==> config.mk <==
export PLATFORM = sky130hd
export DESIGN_NAME = digital_gain_and_swap_ramp_control
export DESIGN_NICKNAME = d
export VERILOG_FILES = /design/src/shared/dgs_pkg.sv /design/src/hw/digital_gain_and_swap_ramp_control.sv
export VERILOG_INCLUDE_DIRS = /design/src /design/src/shared
export SDC_FILE = /design/constraint.sdc
export NUM_CORES = 1
export LEC_CHECK = 0
export BUFFER_PORTS_ARGS = -buffer_cell sky130_fd_sc_hd__clkbuf_2
export CAP_MARGIN = 20
export CORE_ASPECT_RATIO = 0.7
export CORE_UTILIZATION = 45
export CTS_BUF_LIST = sky130_fd_sc_hd__clkbuf_2 sky130_fd_sc_hd__clkbuf_4 sky130_fd_sc_hd__clkbuf_8
export CTS_CLUSTER_DIAMETER = 100
export DETAILED_ROUTE_END_ITERATION = 10
export PLACE_DENSITY = 0.76
export SYNTH_ARGS = -nofsm -noshare
export SYNTH_HDL_FRONTEND = slang
export SYNTH_SLANG_ARGS = --single-unit
export TNS_END_PERCENT = 30
==> constraint.sdc <==
create_clock -name aclk -period 4 [get_ports aclk]
set_input_delay 0.2 -clock aclk [delete_from_list [all_inputs] [get_ports aclk]]
set_output_delay 0.2 -clock aclk [all_outputs]
set_load 0.005 [all_outputs]
==> src/shared/dgs_params.svh <==
// Register indices, reset values and gain-step figures for the gain and swap-ramp block
`ifndef DGS_PARAMS_SVH
`define DGS_PARAMS_SVH
`define DGS_IDX_SWAP_CTRL 8'h5B
`define DGS_IDX_IN_1L 8'hF4
`define DGS_IDX_IN_1R 8'hF5
`define DGS_IDX_IN_2L 8'hF6
`define DGS_IDX_IN_2R 8'hF7
`define DGS_IDX_OUT_1L 8'hF8
`define DGS_IDX_OUT_1R 8'hF9
`define DGS_IDX_SWAP_STATUS 8'hFA
`define DGS_GAIN_RESET 8'h6F
`define DGS_SUBR_BIT 6
`define DGS_RAMP_BIT 5
`define DGS_STEPS_RESET 5'h14
`define DGS_CTRL_RESET 8'h74
`define DGS_SUBSTEPS_PER_STEP 7'h03
`define DGS_FINE_STEP 7'h01
`define DGS_MAX_LEVEL 7'h5D
`define DGS_RESP_OKAY 2'h0
`define DGS_RESP_SLVERR 2'h2
`endif

==> src/shared/dgs_pkg.sv <==
// Types shared by the gain and swap-ramp block
package dgs_pkg;
    typedef struct packed {
        logic [6:0] one_left;
        logic [6:0] one_right;
        logic [6:0] two_left;
        logic [6:0] two_right;
    } input_levels_t;
    typedef struct packed {
        logic [7:0] one_left;
        logic [7:0] one_right;
    } output_levels_t;
    typedef enum logic [3:0] {
        SEL_NONE, SEL_SWAP_CTRL, SEL_IN_1L, SEL_IN_1R, SEL_IN_2L, SEL_IN_2R,
        SEL_OUT_1L, SEL_OUT_1R, SEL_SWAP_STATUS
    } reg_sel_t;
    typedef enum {SWAP_OFF, SWAP_RAMP, SWAP_FULL} swap_state_t;
endpackage

==> src/hw/digital_gain_and_swap_ramp_control.sv <==
// Digital gain registers and DAC gain-swap step engine behind an AXI4-Lite slave
//
// Notes on behaviour
// [RULE1] Input gain 7 bits, -83.25 to +12 dB
// [RULE2] Four input gains, each only its channel
// [RULE3] Output gain 8 bits, -83.25 to +108 dB
// [RULE4] All gain fields reset to 0x6F
// [RULE5] Ramp off jumps, ramp on 1.5 dB
// [RULE6] Sub-range gives 0.5 dB steps when ramping
// [RULE7] Five-bit step limit, 1.5 dB units, 0x14
// [RULE8] Ramp and sub-range enabled at reset
// [RULE9] Apply below trigger, drop all on anticlip
// [RULE10] New gain applied at next sample boundary
`timescale 1ns/1ps
`include "dgs_params.svh"
module digital_gain_and_swap_ramp_control (
    input wire logic aclk,
    input wire logic aresetn,
    input wire logic [11:0] s_axi_awaddr,
    input wire logic s_axi_awvalid,
    output logic s_axi_awready,
    input wire logic [31:0] s_axi_wdata,
    input wire logic [3:0] s_axi_wstrb,
    input wire logic s_axi_wvalid,
    output logic s_axi_wready,
    output logic [1:0] s_axi_bresp,
    output logic s_axi_bvalid,
    input wire logic s_axi_bready,
    input wire logic [11:0] s_axi_araddr,
    input wire logic s_axi_arvalid,
    output logic s_axi_arready,
    output logic [31:0] s_axi_rdata,
    output logic [1:0] s_axi_rresp,
    output logic s_axi_rvalid,
    input wire logic s_axi_rready,
    input wire logic record_sample_strobe,
    input wire logic playback_sample_strobe,
    input wire logic below_trigger,
    input wire logic above_anticlip,
    output dgs_pkg::input_levels_t input_levels,
    output dgs_pkg::output_levels_t output_levels,
    output logic [6:0] swap_level,
    output logic swap_active
);
    import dgs_pkg::*;

    // Map a byte address onto a register; byte addresses sit at four times their index
    function automatic reg_sel_t decode(input logic [11:0] addr);
        reg_sel_t sel;
        sel = SEL_NONE;
        if (addr[1:0] == 2'h0) begin
            case (addr[9:2])
                `DGS_IDX_SWAP_CTRL: sel = SEL_SWAP_CTRL;
                `DGS_IDX_IN_1L: sel = SEL_IN_1L;
                `DGS_IDX_IN_1R: sel = SEL_IN_1R;
                `DGS_IDX_IN_2L: sel = SEL_IN_2L;
                `DGS_IDX_IN_2R: sel = SEL_IN_2R;
                `DGS_IDX_OUT_1L: sel = SEL_OUT_1L;
                `DGS_IDX_OUT_1R: sel = SEL_OUT_1R;
                `DGS_IDX_SWAP_STATUS: sel = SEL_SWAP_STATUS;
                default: sel = SEL_NONE;
            endcase
        end
        if (addr[11:10] != 2'h0) begin
            sel = SEL_NONE;
        end
        return sel;
    endfunction

    logic [7:0] swap_ctrl; // Sub-range, ramp enable, step limit
    logic [6:0] in_gain [4]; // Staged input gains, order 1L 1R 2L 2R
    logic [7:0] out_gain [2]; // Staged output gains, order 1L 1R
    logic aw_held; // Write address captured
    logic w_held; // Write data captured
    logic [11:0] aw_addr; // Captured write address
    logic [31:0] w_data; // Captured write data
    logic [3:0] w_strb; // Captured byte enables
    logic do_write; // Both halves present, response slot free
    reg_sel_t wsel; // Decoded write target
    reg_sel_t rsel; // Decoded read target
    swap_state_t swap_state; // Gain-swap engine state
    logic [6:0] swap_target; // Limit in 0.5 dB sub-steps
    logic [6:0] swap_incr; // Ramp increment in sub-steps
    logic [6:0] next_swap_level; // Level after the next playback sample

    assign do_write = aw_held && w_held && !s_axi_bvalid;
    assign wsel = decode(aw_addr);
    assign rsel = decode(s_axi_araddr);

    // Write address channel; ready drops once an address is held
    always_ff @(posedge aclk) begin
        if (!aresetn) begin
            aw_held <= 1'b0;
            aw_addr <= 12'h000;
            s_axi_awready <= 1'b0;
        end else if (s_axi_awvalid && s_axi_awready) begin
            aw_held <= 1'b1;
            aw_addr <= s_axi_awaddr;
            s_axi_awready <= 1'b0;
        end else if (do_write) begin
            aw_held <= 1'b0;
            s_axi_awready <= 1'b1;
        end else begin
            s_axi_awready <= !aw_held;
        end
    end

    // Write data channel, independent of the address so either may come first
    always_ff @(posedge aclk) begin
        if (!aresetn) begin
            w_held <= 1'b0;
            w_data <= 32'h0000_0000;
            w_strb <= 4'h0;
            s_axi_wready <= 1'b0;
        end else if (s_axi_wvalid && s_axi_wready) begin
            w_held <= 1'b1;
            w_data <= s_axi_wdata;
            w_strb <= s_axi_wstrb;
            s_axi_wready <= 1'b0;
        end else if (do_write) begin
            w_held <= 1'b0;
            s_axi_wready <= 1'b1;
        end else begin
            s_axi_wready <= !w_held;
        end
    end

    // Write response; unmapped addresses answer SLVERR and store nothing
    always_ff @(posedge aclk) begin
        if (!aresetn) begin
            s_axi_bvalid <= 1'b0;
            s_axi_bresp <= `DGS_RESP_OKAY;
        end else if (do_write) begin
            s_axi_bvalid <= 1'b1;
            s_axi_bresp <= (wsel == SEL_NONE) ? `DGS_RESP_SLVERR : `DGS_RESP_OKAY;
        end else if (s_axi_bready) begin
            s_axi_bvalid <= 1'b0;
        end
    end

    // Swap control register; only byte lane 0 carries data
    always_ff @(posedge aclk) begin
        if (!aresetn) begin
            swap_ctrl <= `DGS_CTRL_RESET; // RULE8
        end else if (do_write && w_strb[0] && wsel == SEL_SWAP_CTRL) begin
            swap_ctrl <= {1'b0, w_data[6:0]}; // RULE7
        end
    end

    // Staged gains; software writes land here, the datapath sees them later
    always_ff @(posedge aclk) begin
        if (!aresetn) begin
            for (int i = 0; i < 4; i++) begin
                in_gain[i] <= 7'(`DGS_GAIN_RESET); // RULE4
            end
            for (int j = 0; j < 2; j++) begin
                out_gain[j] <= `DGS_GAIN_RESET; // RULE4
            end
        end else if (do_write && w_strb[0]) begin
            case (wsel)
                SEL_IN_1L: in_gain[0] <= w_data[6:0]; // RULE1 RULE2
                SEL_IN_1R: in_gain[1] <= w_data[6:0]; // RULE2
                SEL_IN_2L: in_gain[2] <= w_data[6:0]; // RULE2
                SEL_IN_2R: in_gain[3] <= w_data[6:0]; // RULE2
                SEL_OUT_1L: out_gain[0] <= w_data[7:0]; // RULE3
                SEL_OUT_1R: out_gain[1] <= w_data[7:0]; // RULE3
                default: ;
            endcase
        end
    end

    // Read channel; one read in flight, answered the cycle after acceptance
    always_ff @(posedge aclk) begin
        if (!aresetn) begin
            s_axi_arready <= 1'b0;
            s_axi_rvalid <= 1'b0;
            s_axi_rdata <= 32'h0000_0000;
            s_axi_rresp <= `DGS_RESP_OKAY;
        end else if (s_axi_arvalid && s_axi_arready) begin
            s_axi_arready <= 1'b0;
            s_axi_rvalid <= 1'b1;
            s_axi_rresp <= (rsel == SEL_NONE) ? `DGS_RESP_SLVERR : `DGS_RESP_OKAY;
            case (rsel)
                SEL_SWAP_CTRL: s_axi_rdata <= {24'h00_0000, swap_ctrl};
                SEL_IN_1L: s_axi_rdata <= {25'h000_0000, in_gain[0]};
                SEL_IN_1R: s_axi_rdata <= {25'h000_0000, in_gain[1]};
                SEL_IN_2L: s_axi_rdata <= {25'h000_0000, in_gain[2]};
                SEL_IN_2R: s_axi_rdata <= {25'h000_0000, in_gain[3]};
                SEL_OUT_1L: s_axi_rdata <= {24'h00_0000, out_gain[0]};
                SEL_OUT_1R: s_axi_rdata <= {24'h00_0000, out_gain[1]};
                SEL_SWAP_STATUS: s_axi_rdata <= {24'h00_0000, swap_active, swap_level};
                default: s_axi_rdata <= 32'h0000_0000;
            endcase
        end else if (s_axi_rvalid) begin
            s_axi_rvalid <= !s_axi_rready;
            s_axi_arready <= s_axi_rready;
        end else begin
            s_axi_arready <= 1'b1;
        end
    end

    // Record-path gains move only on a sample boundary, never mid-sample
    generate
        for (genvar g = 0; g < 4; g++) begin : gen_in_apply
            always_ff @(posedge aclk) begin
                if (!aresetn) begin
                    input_levels[27 - 7 * g -: 7] <= 7'(`DGS_GAIN_RESET); // RULE4
                end else if (record_sample_strobe) begin
                    input_levels[27 - 7 * g -: 7] <= in_gain[g]; // RULE10 RULE2
                end
            end
        end
    endgenerate

    // Playback-path gains, same boundary discipline
    always_ff @(posedge aclk) begin
        if (!aresetn) begin
            output_levels <= {`DGS_GAIN_RESET, `DGS_GAIN_RESET}; // RULE4
        end else if (playback_sample_strobe) begin
            output_levels <= {out_gain[0], out_gain[1]}; // RULE10 RULE3
        end
    end

    // Step limit counts whole 1.5 dB steps; level counts 0.5 dB sub-steps
    always_comb begin
        swap_target = 7'(swap_ctrl[4:0] * `DGS_SUBSTEPS_PER_STEP); // RULE7
        swap_incr = swap_ctrl[`DGS_SUBR_BIT] ? `DGS_FINE_STEP : `DGS_SUBSTEPS_PER_STEP; // RULE6 RULE5
        next_swap_level = swap_level;
        if (!below_trigger) begin
            next_swap_level = (swap_level > swap_target) ? swap_target : swap_level;
        end else if (!swap_ctrl[`DGS_RAMP_BIT]) begin
            next_swap_level = swap_target; // RULE5
        end else if (swap_level >= swap_target || swap_target - swap_level <= swap_incr) begin
            next_swap_level = swap_target; // RULE5 RULE6
        end else begin
            next_swap_level = swap_level + swap_incr; // RULE5 RULE6
        end
    end

    // Swap engine; anticlip drops every step at once, not waiting for a sample
    always_ff @(posedge aclk) begin
        if (!aresetn) begin
            swap_level <= 7'h00;
            swap_state <= SWAP_OFF;
        end else if (above_anticlip) begin
            swap_level <= 7'h00; // RULE9
            swap_state <= SWAP_OFF;
        end else if (playback_sample_strobe) begin
            swap_level <= next_swap_level; // RULE9
            case (swap_state)
                SWAP_OFF: swap_state <= (next_swap_level != 7'h00) ? SWAP_RAMP : SWAP_OFF;
                SWAP_RAMP: swap_state <= (next_swap_level == swap_target) ? SWAP_FULL : SWAP_RAMP;
                SWAP_FULL: swap_state <= (next_swap_level == swap_target) ? SWAP_FULL : SWAP_RAMP;
                default: swap_state <= SWAP_OFF;
            endcase
        end
    end

    // Active flag registered so it leaves the block straight from a flop
    always_ff @(posedge aclk) begin
        if (!aresetn) begin
            swap_active <= 1'b0;
        end else begin
            swap_active <= (swap_state != SWAP_OFF);
        end
    end
endmodule

==> results.py, run 1 <==
metrics = {
    "floorplan": {
        "die_h_um": 109,
        "io_pins": 164,
        "die-area_sq_um": 16900,
        "die_w_um": 155,
        "core.rowCount": 38,
        "coreArea_sq_um": 15800,
        "start_util_pct": 46.8,
    },
    "place": {
        "port_buffers": 110,
        "hpwl_mm": 14.0,
        "routabilityCongestion": 0.949,
    },
    "run_status": {
        "status": "finished, final reports clean",
    },
    "routing": {
        "wl_per_cell_um": 16.5,
        "vias_per_cell": 5.36,
        "via_count": 6107,
        "dr.pass1.iters": 5,
        "drc": 0,
        "drtIter0Drc": 536,
        "routed_wl_mm": 18.8,
        "ant_nets": 0,
    },
    "timing": {
        "max_slew_margin_pct": 27.8,
        "fin_crit_ns": 3.98,
        "max_freq_mhz": 251,
        "tightest_slew_ns": 1.08,
        "hold_viol_final": 0,
        "skew_ns": 0.0141,
        "setup_tns_ns": 0,
        "fin_crit_sh_pct": 99.5,
        "drv_slew": 0,
        "rsz0062_at_grt": "true",
        "setup_viol": 0,
    },
    "worst_setup_path": {
        "crit_top_cell": "o21ai_1",
        "arrival_ns": 4.32,
        "cp-end-kind": "flop",
        "crit_fanout": 8,
        "path_buf_inv": 2,
        "cp_slowest_stage_delay_ns": 0.37,
        "crit_type": "reg2reg",
        "crit_chain": "ha_2, fa_2, a21oi_2, o21bai_1, xnor2_1, inv_1, ha_4, a21o_1, a222oi_1, o21ai_1, a2111oi_4, buf_6, a2111oi_0, a311o_1, a2111oi_2, a41o_1, o21ai_1",
        "cp_slowest_cell": "a2111oi_4",
        "worstPathRequired_ns": 4.33,
        "critPathLaunchType": "flop",
        "cp_top_family": "compound AO/OA/AOI/OAI gates",
    },
    "yosys": {
        "syn_area_sq_um": 7390,
        "syn_area_per_cell_sq_um": 9.71,
        "synth_top_family_by_area": "simple AND/OR/NAND/NOR gates",
        "synth_fa_ha_area_share_pct": 3.69,
        "synth-seq-cells": 143,
        "synth-simple-area-share_pct": 20.3,
        "synthMuxAreaShare_pct": 10.8,
        "ys_types": 73,
        "synth-async-reset-ratio_pct": 0,
        "synth-edff-count": 44,
        "synth_top_flop_cell": "dfxtp_1",
        "seq_area_frac_synth_pct": 44.7,
        "yosys_warnings": 0,
        "synth_xor_area_share_pct": 1.97,
        "syn_inst": 761,
        "synth-compound-area-share_pct": 12.8,
    },
    "min_path": {
        "min_path_type": "in2reg",
    },
    "cells_and_area": {
        "num-fill-cells": 1396,
        "drive_gt1_share_pct": 25.0,
        "seqCellArea_sq_um": 3310,
        "multi_input_area_sq_um": 3800,
        "antenna_cells": 0,
        "area.growth.synth_to_final_pct": 20.3,
        "fin_nets": 998,
    },
    "clock_network": {
        "clk_pin_slew_ns": 0.08,
        "clockBufferDepth": 2,
        "clock_latency_ns": 0.44,
        "htreeDepth": 4,
        "clock_sinks": 143,
        "cts_made_buffers": 17,
        "cts_tree": "done",
        "cts-root-buf": "clkbuf_8",
    },
    "pwr": {
        "p_leak_uw": 0.00347,
        "power.density_nw_per_um2": 340,
        "total_power_uw": 3020,
        "peakVddDrop_mv": 0.186,
    },
    "run": {
        "maxCapViolCount": 0,
    },
    "grt": {
        "grt_max_degree": 54,
        "grt_overflow": 0,
        "antenna_found_initial": 0,
        "grt_usage_pct": 22.4,
        "grt_pass1_wl_mm": 29.0,
        "grt_pass1_vias": 5601,
    },
}
[kinds of logic (layout without fill, tap and decap cells)]
| logic type | Yosys count | after routing |
|---|---|---|
| compound gates | 123 | 123 |
| xor+xnor | 15 | 15 |
| fa+ha+maj | 20 | 20 |
| buf+inv | 83 | 217 |
| flops | 143 | 143 |
| mux | 78 | 78 |
| other cells | 1 | 26 |
| simple gates | 298 | 298 |
[worst reg2reg max path: cells and delay by family (launching register included)]
kind	cells	cell delay, ns
AO/OA/AOI/OAI	11	2.25
adder cells (fa/ha/maj)	3	0.77
flip-flops	1	0.34
buffers and inverters	2	0.31
XOR/XNOR	1	0.23
[registers in the layout, indices dropped and copies added, names as in the netlist]
register	flops
in_gain	28
input_levels	28
out_gain	16
output_levels	16
aw_addr	12
s_axi_rdata	8
w_data	8
swap_ctrl	7
swap_level	7
swap_state	2
aw_held	1
s_axi_arready	1
s_axi_awready	1
s_axi_bresp	1
s_axi_bvalid	1
s_axi_rresp	1
s_axi_rvalid	1
s_axi_wready	1
swap_active	1
w_held	1
w_strb	1
[metal layers]
layer  global-route usage (%)  up-vias  routed length [um]
met5                        0        -                   0
met4                     7.92        0                 308
met3                     6.00       28                1590
met2                     31.5      272                7590
met1                     32.8     2885                9310
li1                         -     2922                   -
[area by class of cell]
type                       instances  area share (%)
clock buffer                      20            2.89
clock inverter                    12            1.82
inverter                          24            1.01
multi-input combinational        560            42.8
sequential                       143            37.2
tap                              220            3.10
timing repair buffer             161            11.2
[cell usage in the layout (no fill, tap or decap), types with 18 or more instances in the layout]
cell type and count:
dlygate4sd3_1 19, nand2b_1 18, or2_2 22, dfxtp_1 97, conb_1 26, buf_4 30, a21boi_0 25, edfxtp_1 44
mux2i_1 63, nand2_1 118, clkbuf_2 110, nor2_1 35, nor2b_1 27, inv_1 24
[synth_stat cells, types with 3 or more instances]
cell type  count  area (sq um)
nor4_1         6          37.5
or2_2         22           138
o21ai_1        4          20.0
fa_1           3          60.1
a31oi_1        3          18.8
a21o_1         3          22.5
edfxtp_1      44          1320
a22oi_1        9          67.6
or2_1         12          75.1
a211oi_1       5          37.5
dfxtp_1       99          1980
xor2_1         7          61.3
or3_1          6          37.5
nor2b_1       27           169
nand2_1      118           443
nand2b_1      18           113
o21bai_1       4          30.0
o221ai_1       4          35.0
ha_1          17           213
nor2_1        35           131
clkbuf_1      28           105
and3_1         9          56.3
xnor2_1        7          61.3
nand4_1        3          18.8
buf_4         26           195
nor3_1         9          45.0
a222oi_1       8          80.1
o31ai_1        3          22.5
nand3_1       13          65.1
o21ai_0       16          80.1
mux2_2        15           169
and2_1         8          50.1
a21oi_1       13          65.1
a21boi_0      25           188
buf_1          4          15.0
mux2i_1       63           631
inv_1         24          90.1
[final timing paths]
| check | startpoint | endpoint | depth (start not counted) | slack (ns) |
|---|---|---|---|---|
| max | swap_ctrl[1]$_SDFFE_PN0P_ | swap_state[0]$_SDFFE_PP0P_ | 17 | 0.02 |
| min | s_axi_wdata[7] | w_data[7]$_SDFFE_PN0P_ | 3 | 0.03 |
| max reg2reg | swap_ctrl[1]$_SDFFE_PN0P_ | swap_state[0]$_SDFFE_PP0P_ | 17 | 0.02 |
| min reg2reg | output_levels[2]$_SDFFE_PN1P_ | output_levels[2]$_SDFFE_PN1P_ | 2 | 0.47 |
[power breakdown]
| group | leakage, uW | total, uW | internal [uW] | switching (uW) |
|---|---|---|---|---|
| sequential | 0.00115 | 1550 | 1520 | 30.9 |
| clock | 0.000204 | 1230 | 643 | 583 |
| combinational | 0.00212 | 240 | 108 | 132 |
| total | 0.00347 | 3020 | 2270 | 746 |
[repair_timing]
| item | in CTS | in global routing |
|---|---|---|
| endpoints found under the hold margin | 19 | 0 |
| pin swaps | 2 | 7 |
| gates resized for setup | 0 | 8 |
| hold buffers | 19 | 0 |
| buffers inserted | 3 | 0 |
| setup endpoints to repair | 1 | 5 |
| cloned | 0 | 0 |
[per-stage QoR]
step	utilization [%]	cell area [sq um]	instances	setup WS (ns)	hold slack [ns]
after global placement	52.1	8230	1086	0.0124	0.437
after CTS	56.1	8860	1140	0.000897	0.0135
final	56.3	8890	1140	0.0183	0.0347
after floorplan	-	7490	786	0.0218	0.345
after detailed placement	52.1	8230	1086	-0.0751	0.442
after global routing	56.3	8890	1140	-0.162	0.0106
(Power assumes the default switching activity.)
==> run 2: changes to the inputs <==
==> constraint.sdc (replaced) <==
create_clock -name aclk -period 4 [get_ports aclk]
set_input_delay 0.8 -clock aclk [delete_from_list [all_inputs] [get_ports aclk]]
set_output_delay 0.8 -clock aclk [all_outputs]
set_load 0.005 [all_outputs]
==> run 2 against run 1 <==
Net effect:
- wire length increased by 1.4%
- global-route usage increased by 0.80 points
- non-clock buffer count decreased by 5
- highest routed layer unchanged
- cell count shrank 0.44%
- first-iteration DRC count grew 0.37%
- clock power up 9.8%
- power increased by 3.9%
==> results.py, run 2 (synthesized netlist as in run 1, its figures left out) <==
metrics = {
    "run_status": {
        "status": "finished, final reports clean",
    },
    "routing": {
        "wl_per_cell_um": 16.8,
        "drtIter0Drc": 538,
        "via_count": 6021,
        "drc": 0,
        "routed_wl_mm": 19.1,
        "ant_nets": 0,
        "vias_per_cell": 5.30,
        "dr.pass1.iters": 7,
    },
    "cells_and_area": {
        "design_area_sq_um": 8890,
        "finalNonFillerCells": 1135,
        "layout_common_cells": "nand2_1 (117), clkbuf_2 (110), dfxtp_1 (97), mux2i_1 (63), buf_4 (45)",
        "top_regs": "in_gain (28), input_levels (28)",
        "layout_commonest_cell": "nand2_1",
        "antenna_cells": 0,
        "postLayoutCoreUtil_pct": 56.3,
        "fin_nets": 993,
        "drive_gt1_share_pct": 27.3,
        "num-fill-cells": 1404,
        "area.growth.synth_to_final_pct": 20.4,
    },
    "floorplan": {
        "io_pins": 164,
        "die_h_um": 109,
        "core.rowCount": 38,
        "die-area_sq_um": 16900,
        "die_w_um": 155,
        "coreArea_sq_um": 15800,
        "start_util_pct": 46.8,
    },
    "worst_setup_path": {
        "worstReg2RegStart": "swap_ctrl[1]$_SDFFE_PN0P_",
        "crit_top_cell": "buf_4",
        "arrival_ns": 4.26,
        "reg2reg_to": "swap_state[1]$_SDFFE_PP0P_",
        "rrSetupSlack_ns": 0.05,
        "worstPathRequired_ns": 4.31,
        "cp-end-kind": "flop",
        "rr_worst_depth": 18,
        "cp.depth": 18,
        "cp_slowest_cell": "or3_1",
        "critPathCapture": "swap_state[1]$_SDFFE_PP0P_",
        "crit_fanout": 8,
        "crit_chain": "ha_2, fa_2, a21oi_2, o21bai_1, xnor2_1, inv_1, ha_4, buf_4, or3_1, a2111oi_4, buf_6, buf_4, nor3_1, o31ai_2, buf_4, nand3_1, nand2b_1, o32ai_1",
        "cp_slowest_stage_delay_ns": 0.41,
        "crit_type": "reg2reg",
        "cp_top_family": "compound AO/OA/AOI/OAI gates",
        "critPathLaunchType": "flop",
        "cp-startpoint": "swap_ctrl[1]$_SDFFE_PN0P_",
        "path_buf_inv": 5,
    },
    "clock_network": {
        "clock_latency_ns": 0.47,
        "clockBufferDepth": 2,
        "clk_pin_slew_ns": 0.09,
        "cts-root-buf": "clkbuf_8",
        "cts_tree": "done",
        "cts_made_buffers": 17,
        "clock_sinks": 143,
        "htreeDepth": 4,
    },
    "timing": {
        "hold_viol_final": 0,
        "fin_crit_sh_pct": 98.8,
        "fin_crit_ns": 3.95,
        "setup_viol": 0,
        "skew_ns": 0.0162,
        "tightest_slew_ns": 0.934,
        "drv_slew": 0,
        "max_slew_margin_pct": 37.7,
        "max_freq_mhz": 253,
        "rsz0062_at_grt": "true",
    },
    "grt": {
        "grt_usage_pct": 23.2,
        "grt_pass1_vias": 5425,
        "grt_max_degree": 43,
        "grt_overflow": 0,
        "grt_pass1_wl_mm": 29.8,
        "antenna_found_initial": 0,
    },
    "pwr": {
        "power.density_nw_per_um2": 353,
        "peakVddDrop_mv": 0.209,
        "total_power_uw": 3140,
        "p_leak_uw": 0.00351,
    },
    "run": {
        "maxCapViolCount": 0,
    },
    "min_path": {
        "min_path_type": "reg2reg",
    },
    "place": {
        "port_buffers": 110,
        "hpwl_mm": 14.1,
        "routabilityCongestion": 0.929,
        "place_inst": 1097,
        "postPlaceCellArea_sq_um": 8300,
    },
}
==> run 2: changes by cell type in the layout (fill, tap and decap cells not counted), sizes merged <==
cell / delta
clkinv: +1
bufinv: +2
dlygate4sd3: -19
buf: +14
clkinvlp: -3
==> run 2: final cells by class <==
type | instances | area (sq um) | area share (%)
inverter | 24 | 90.1 | 1.01
multi-input combinational | 560 | 3860 | 43.4
clock buffer | 20 | 256 | 2.88
timing repair buffer | 156 | 900 | 10.1
sequential | 143 | 3310 | 37.2
tap | 220 | 275 | 3.10
clock inverter | 12 | 208 | 2.34
==> run 2: routing by layer <==
layer  share of wire [%]  track usage (%)
met5                   0                0
met4                 1.2             7.00
met3                 8.3             5.56
met2                  41             32.7
met1                  50             34.7
==> run 2: where the power goes <==
group          switching (uW)  total [uW]  internal, uW
combinational             133         233           100
sequential               30.5        1550          1520
clock                     583        1350           770
total                     746        3140          2390
==> run 2: timing repair <==
action                                 4_1_cts  5_1_grt
setup buffers                                2        4
setup endpoints to repair                    2        9
cloned                                       0        0
gates resized for setup                      5       10
endpoints found under the hold margin        0        0
pin swaps                                    2        9
hold buffers                                 0        0
==> run 2: worst reg2reg max path: stages, from the launching register on <==
cell       delay, ns
dfxtp_2         0.34
ha_2            0.18
fa_2            0.37
a21oi_2         0.14
o21bai_1        0.08
xnor2_1         0.23
inv_1           0.13
ha_4            0.24
buf_4           0.13
or3_1           0.41
a2111oi_4       0.41
buf_6           0.18
buf_4           0.12
nor3_1          0.05
o31ai_2         0.26
buf_4           0.17
nand3_1         0.09
nand2b_1        0.15
o32ai_1         0.11
==> run 2: metrics by stage <==
step                TNS [ns]  setup slack (ns)  hold WS [ns]
finish                     0            0.0491         0.476
detailed placement   -0.0836           -0.0836         0.465
floorplan                  0            0.0218         0.439
CTS                        0            0.0334         0.476
global route          -0.390            -0.168         0.490
global placement     -0.0537           -0.0537         0.452
==> run 2: worst min-delay path by stage <==
stage,from,to,slack (ns),depth (start not counted)
finish,w_data[7]$_SDFFE_PN0P_,w_data[7]$_SDFFE_PN0P_,0.48,2
global route,w_data[7]$_SDFFE_PN0P_,w_data[7]$_SDFFE_PN0P_,0.49,2
CTS,w_data[7]$_SDFFE_PN0P_,w_data[7]$_SDFFE_PN0P_,0.48,2
detailed placement,w_data[7]$_SDFFE_PN0P_,w_data[7]$_SDFFE_PN0P_,0.46,2
global placement,w_data[7]$_SDFFE_PN0P_,w_data[7]$_SDFFE_PN0P_,0.45,2
floorplan,w_data[7]$_SDFFE_PN0P_,w_data[7]$_SDFFE_PN0P_,0.44,2
==> run 3: changes to the inputs <==
- CAP_MARGIN: 20 -> not set
- CORE_ASPECT_RATIO: 0.7 -> 2
- REMOVE_ABC_BUFFERS: not set -> 1
==> run 3 against run 2 <==
Net effect:
- clock skew decreased by 0.0017 ns
- register-to-register slack worse by 0.02 ns
- wire length is 3.1% higher
- largest cell class unchanged
- largest power group unchanged
==> results.py, run 3 (synthesized netlist as in run 1, its figures left out) <==
metrics = {
    "run_status": {
        "status": "finished, final reports clean",
    },
    "clock_network": {
        "cts_made_buffers": 17,
        "cts_tree": "done",
        "hold_buffers": 0,
        "clk_pin_slew_ns": 0.09,
        "htreeDepth": 4,
        "clock_latency_ns": 0.45,
        "clockBufferDepth": 2,
        "clock_sinks": 143,
        "cts-root-buf": "clkbuf_8",
    },
    "floorplan": {
        "die-area_sq_um": 17000,
        "die_w_um": 92.6,
        "start_util_pct": 46.3,
        "coreArea_sq_um": 15900,
        "core.rowCount": 65,
        "io_pins": 164,
        "die_h_um": 183,
    },
    "grt": {
        "antenna_found_initial": 0,
        "grt_max_degree": 45,
        "grt_pass1_wl_mm": 30.0,
        "grt_usage_pct": 23.6,
        "grt_overflow": 0,
        "grt_pass1_vias": 5896,
    },
    "pwr": {
        "total_power_uw": 2960,
        "p_int_uw": 2180,
        "comb_power_share_pct": 7.9,
        "power.density_nw_per_um2": 335,
        "swShare_pct": 26.3,
        "p_switching_uw": 778,
        "peakVddDrop_mv": 0.408,
        "p_leak_uw": 0.00350,
        "clock_power_share_pct": 39.5,
        "pwr-share-seq_pct": 52.6,
    },
    "cells_and_area": {
        "num-fill-cells": 1436,
        "fin_nets": 995,
        "layout_commonest_cell": "nand2_1",
        "drive_gt1_share_pct": 27.7,
        "postLayoutCoreUtil_pct": 55.4,
        "top_regs": "in_gain (28), input_levels (28)",
        "layout_common_cells": "nand2_1 (118), clkbuf_2 (110), dfxtp_1 (98), mux2i_1 (63), buf_4 (48)",
        "antenna_cells": 0,
        "area.growth.synth_to_final_pct": 19.6,
    },
    "routing": {
        "wl_per_cell_um": 17.6,
        "dr.pass1.iters": 6,
        "drtIter0Drc": 342,
        "routed_wl_mm": 19.7,
        "via_count": 6152,
        "ant_nets": 0,
        "drc": 0,
        "vias_per_cell": 5.50,
    },
    "run": {
        "maxCapViolCount": 0,
    },
    "worst_setup_path": {
        "crit_type": "reg2reg",
        "worstPathRequired_ns": 4.35,
        "critPathLaunchType": "flop",
        "crit_fanout": 6,
        "arrival_ns": 4.32,
        "cp-end-kind": "flop",
    },
    "timing": {
        "setup_tns_ns": 0,
        "fin_ws_ns": 0.0278,
        "max_freq_mhz": 252,
        "max_slew_margin_pct": 22.5,
        "hold_viol_final": 0,
        "fin_crit_sh_pct": 99.3,
        "rsz0062_at_grt": "true",
        "hold_slack_ns": 0.478,
        "fin_crit_ns": 3.97,
        "drv_slew": 0,
        "setup_viol": 0,
        "tightest_slew_ns": 1.16,
        "skew_ns": 0.0145,
    },
    "place": {
        "port_buffers": 110,
        "hpwl_mm": 15.2,
        "routabilityCongestion": 0.976,
        "dp_slack_ns": -0.188,
    },
    "min_path": {
        "min_path_type": "reg2reg",
    },
}
==> run 3: changes by cell type in the layout (fill, tap and decap cells not counted), moves of 2 or more <==
cell       previous run  this run
clkbuf_8             17        19
o221ai_1              4         1
o221ai_2              0         3
clkbuf_4              3         0
clkinv_4              4         0
buf_4                45        48
bufinv_16             5         1
inv_8                 0         3
o21ai_0              16        14
inv_6                 2         6
==> run 3: layer usage <==
| layer | routed length, um | track usage (%) |
|---|---|---|
| met5 | 0 | 0 |
| met4 | 1430 | 18.1 |
| met1 | 6540 | 21.5 |
| met2 | 10700 | 44.4 |
| met3 | 954 | 4.35 |
==> run 3: final timing paths <==
check	to	depth (start not counted)	slack, ns	start
worst max register to register	swap_state[0]$_SDFFE_PP0P_	17	0.03	swap_ctrl[0]$_SDFFE_PN0P_
worst min-delay path	input_levels[26]$_SDFFE_PN1P_	2	0.48	input_levels[26]$_SDFFE_PN1P_
worst max-delay path	swap_state[0]$_SDFFE_PP0P_	17	0.03	swap_ctrl[0]$_SDFFE_PN0P_
worst min register to register	input_levels[26]$_SDFFE_PN1P_	2	0.48	input_levels[26]$_SDFFE_PN1P_
==> run 3: metrics by stage <==
| stage | instances | area [sq um] |
|---|---|---|
| after detailed placement | 1082 | 8290 |
| after global placement | 1082 | 8290 |
| after CTS | 1118 | 8770 |
| after floorplan | 727 | 7150 |
| final | 1118 | 8830 |
| after global routing | 1118 | 8830 |
==> run 3: power groups by stage <==
| stage | registers, uW | clock network [uW] | logic, uW |
|---|---|---|---|
| after floorplan | 1580 | 0 | 116 |
| after global placement | 1590 | 0 | 221 |
| after detailed placement | 1590 | 0 | 224 |
| after CTS | 1550 | 1180 | 229 |
| after global routing | 1560 | 1240 | 258 |
| final | 1550 | 1170 | 233 |
==> run 3: repair_timing <==
action | in CTS | in global routing
setup endpoints to repair | 6 | 8
buffers inserted | 4 | 0
pin swaps | 8 | 10
resized for setup | 7 | 13
==> run 3: final cells by class <==
class | instances | area [sq um] | area share (%)
Clock buffer | 19 | 262 | 2.96
Clock inverter | 13 | 144 | 1.63
Inverter | 24 | 90.1 | 1.02
Multi-Input combinational cell | 560 | 3870 | 43.8
Sequential cell | 143 | 3300 | 37.4
Tap cell | 201 | 251 | 2.85
Timing Repair Buffer | 158 | 911 | 10.3
==> run 3: worst max-delay path: stages (launching register included) <==
cell and delay, ns:
dfxtp_2 0.33, ha_2 0.19, fa_2 0.36, a21oi_2 0.14
o21bai_1 0.09, xnor2_1 0.20, inv_1 0.11, ha_4 0.24
a21o_1 0.15, a222oi_1 0.47, o21ai_2 0.15, a2111oi_4 0.29
buf_4 0.21, a2111oi_0 0.07, a311o_1 0.33, a2111oi_4 0.28
a41o_1 0.21, o21ai_1 0.06
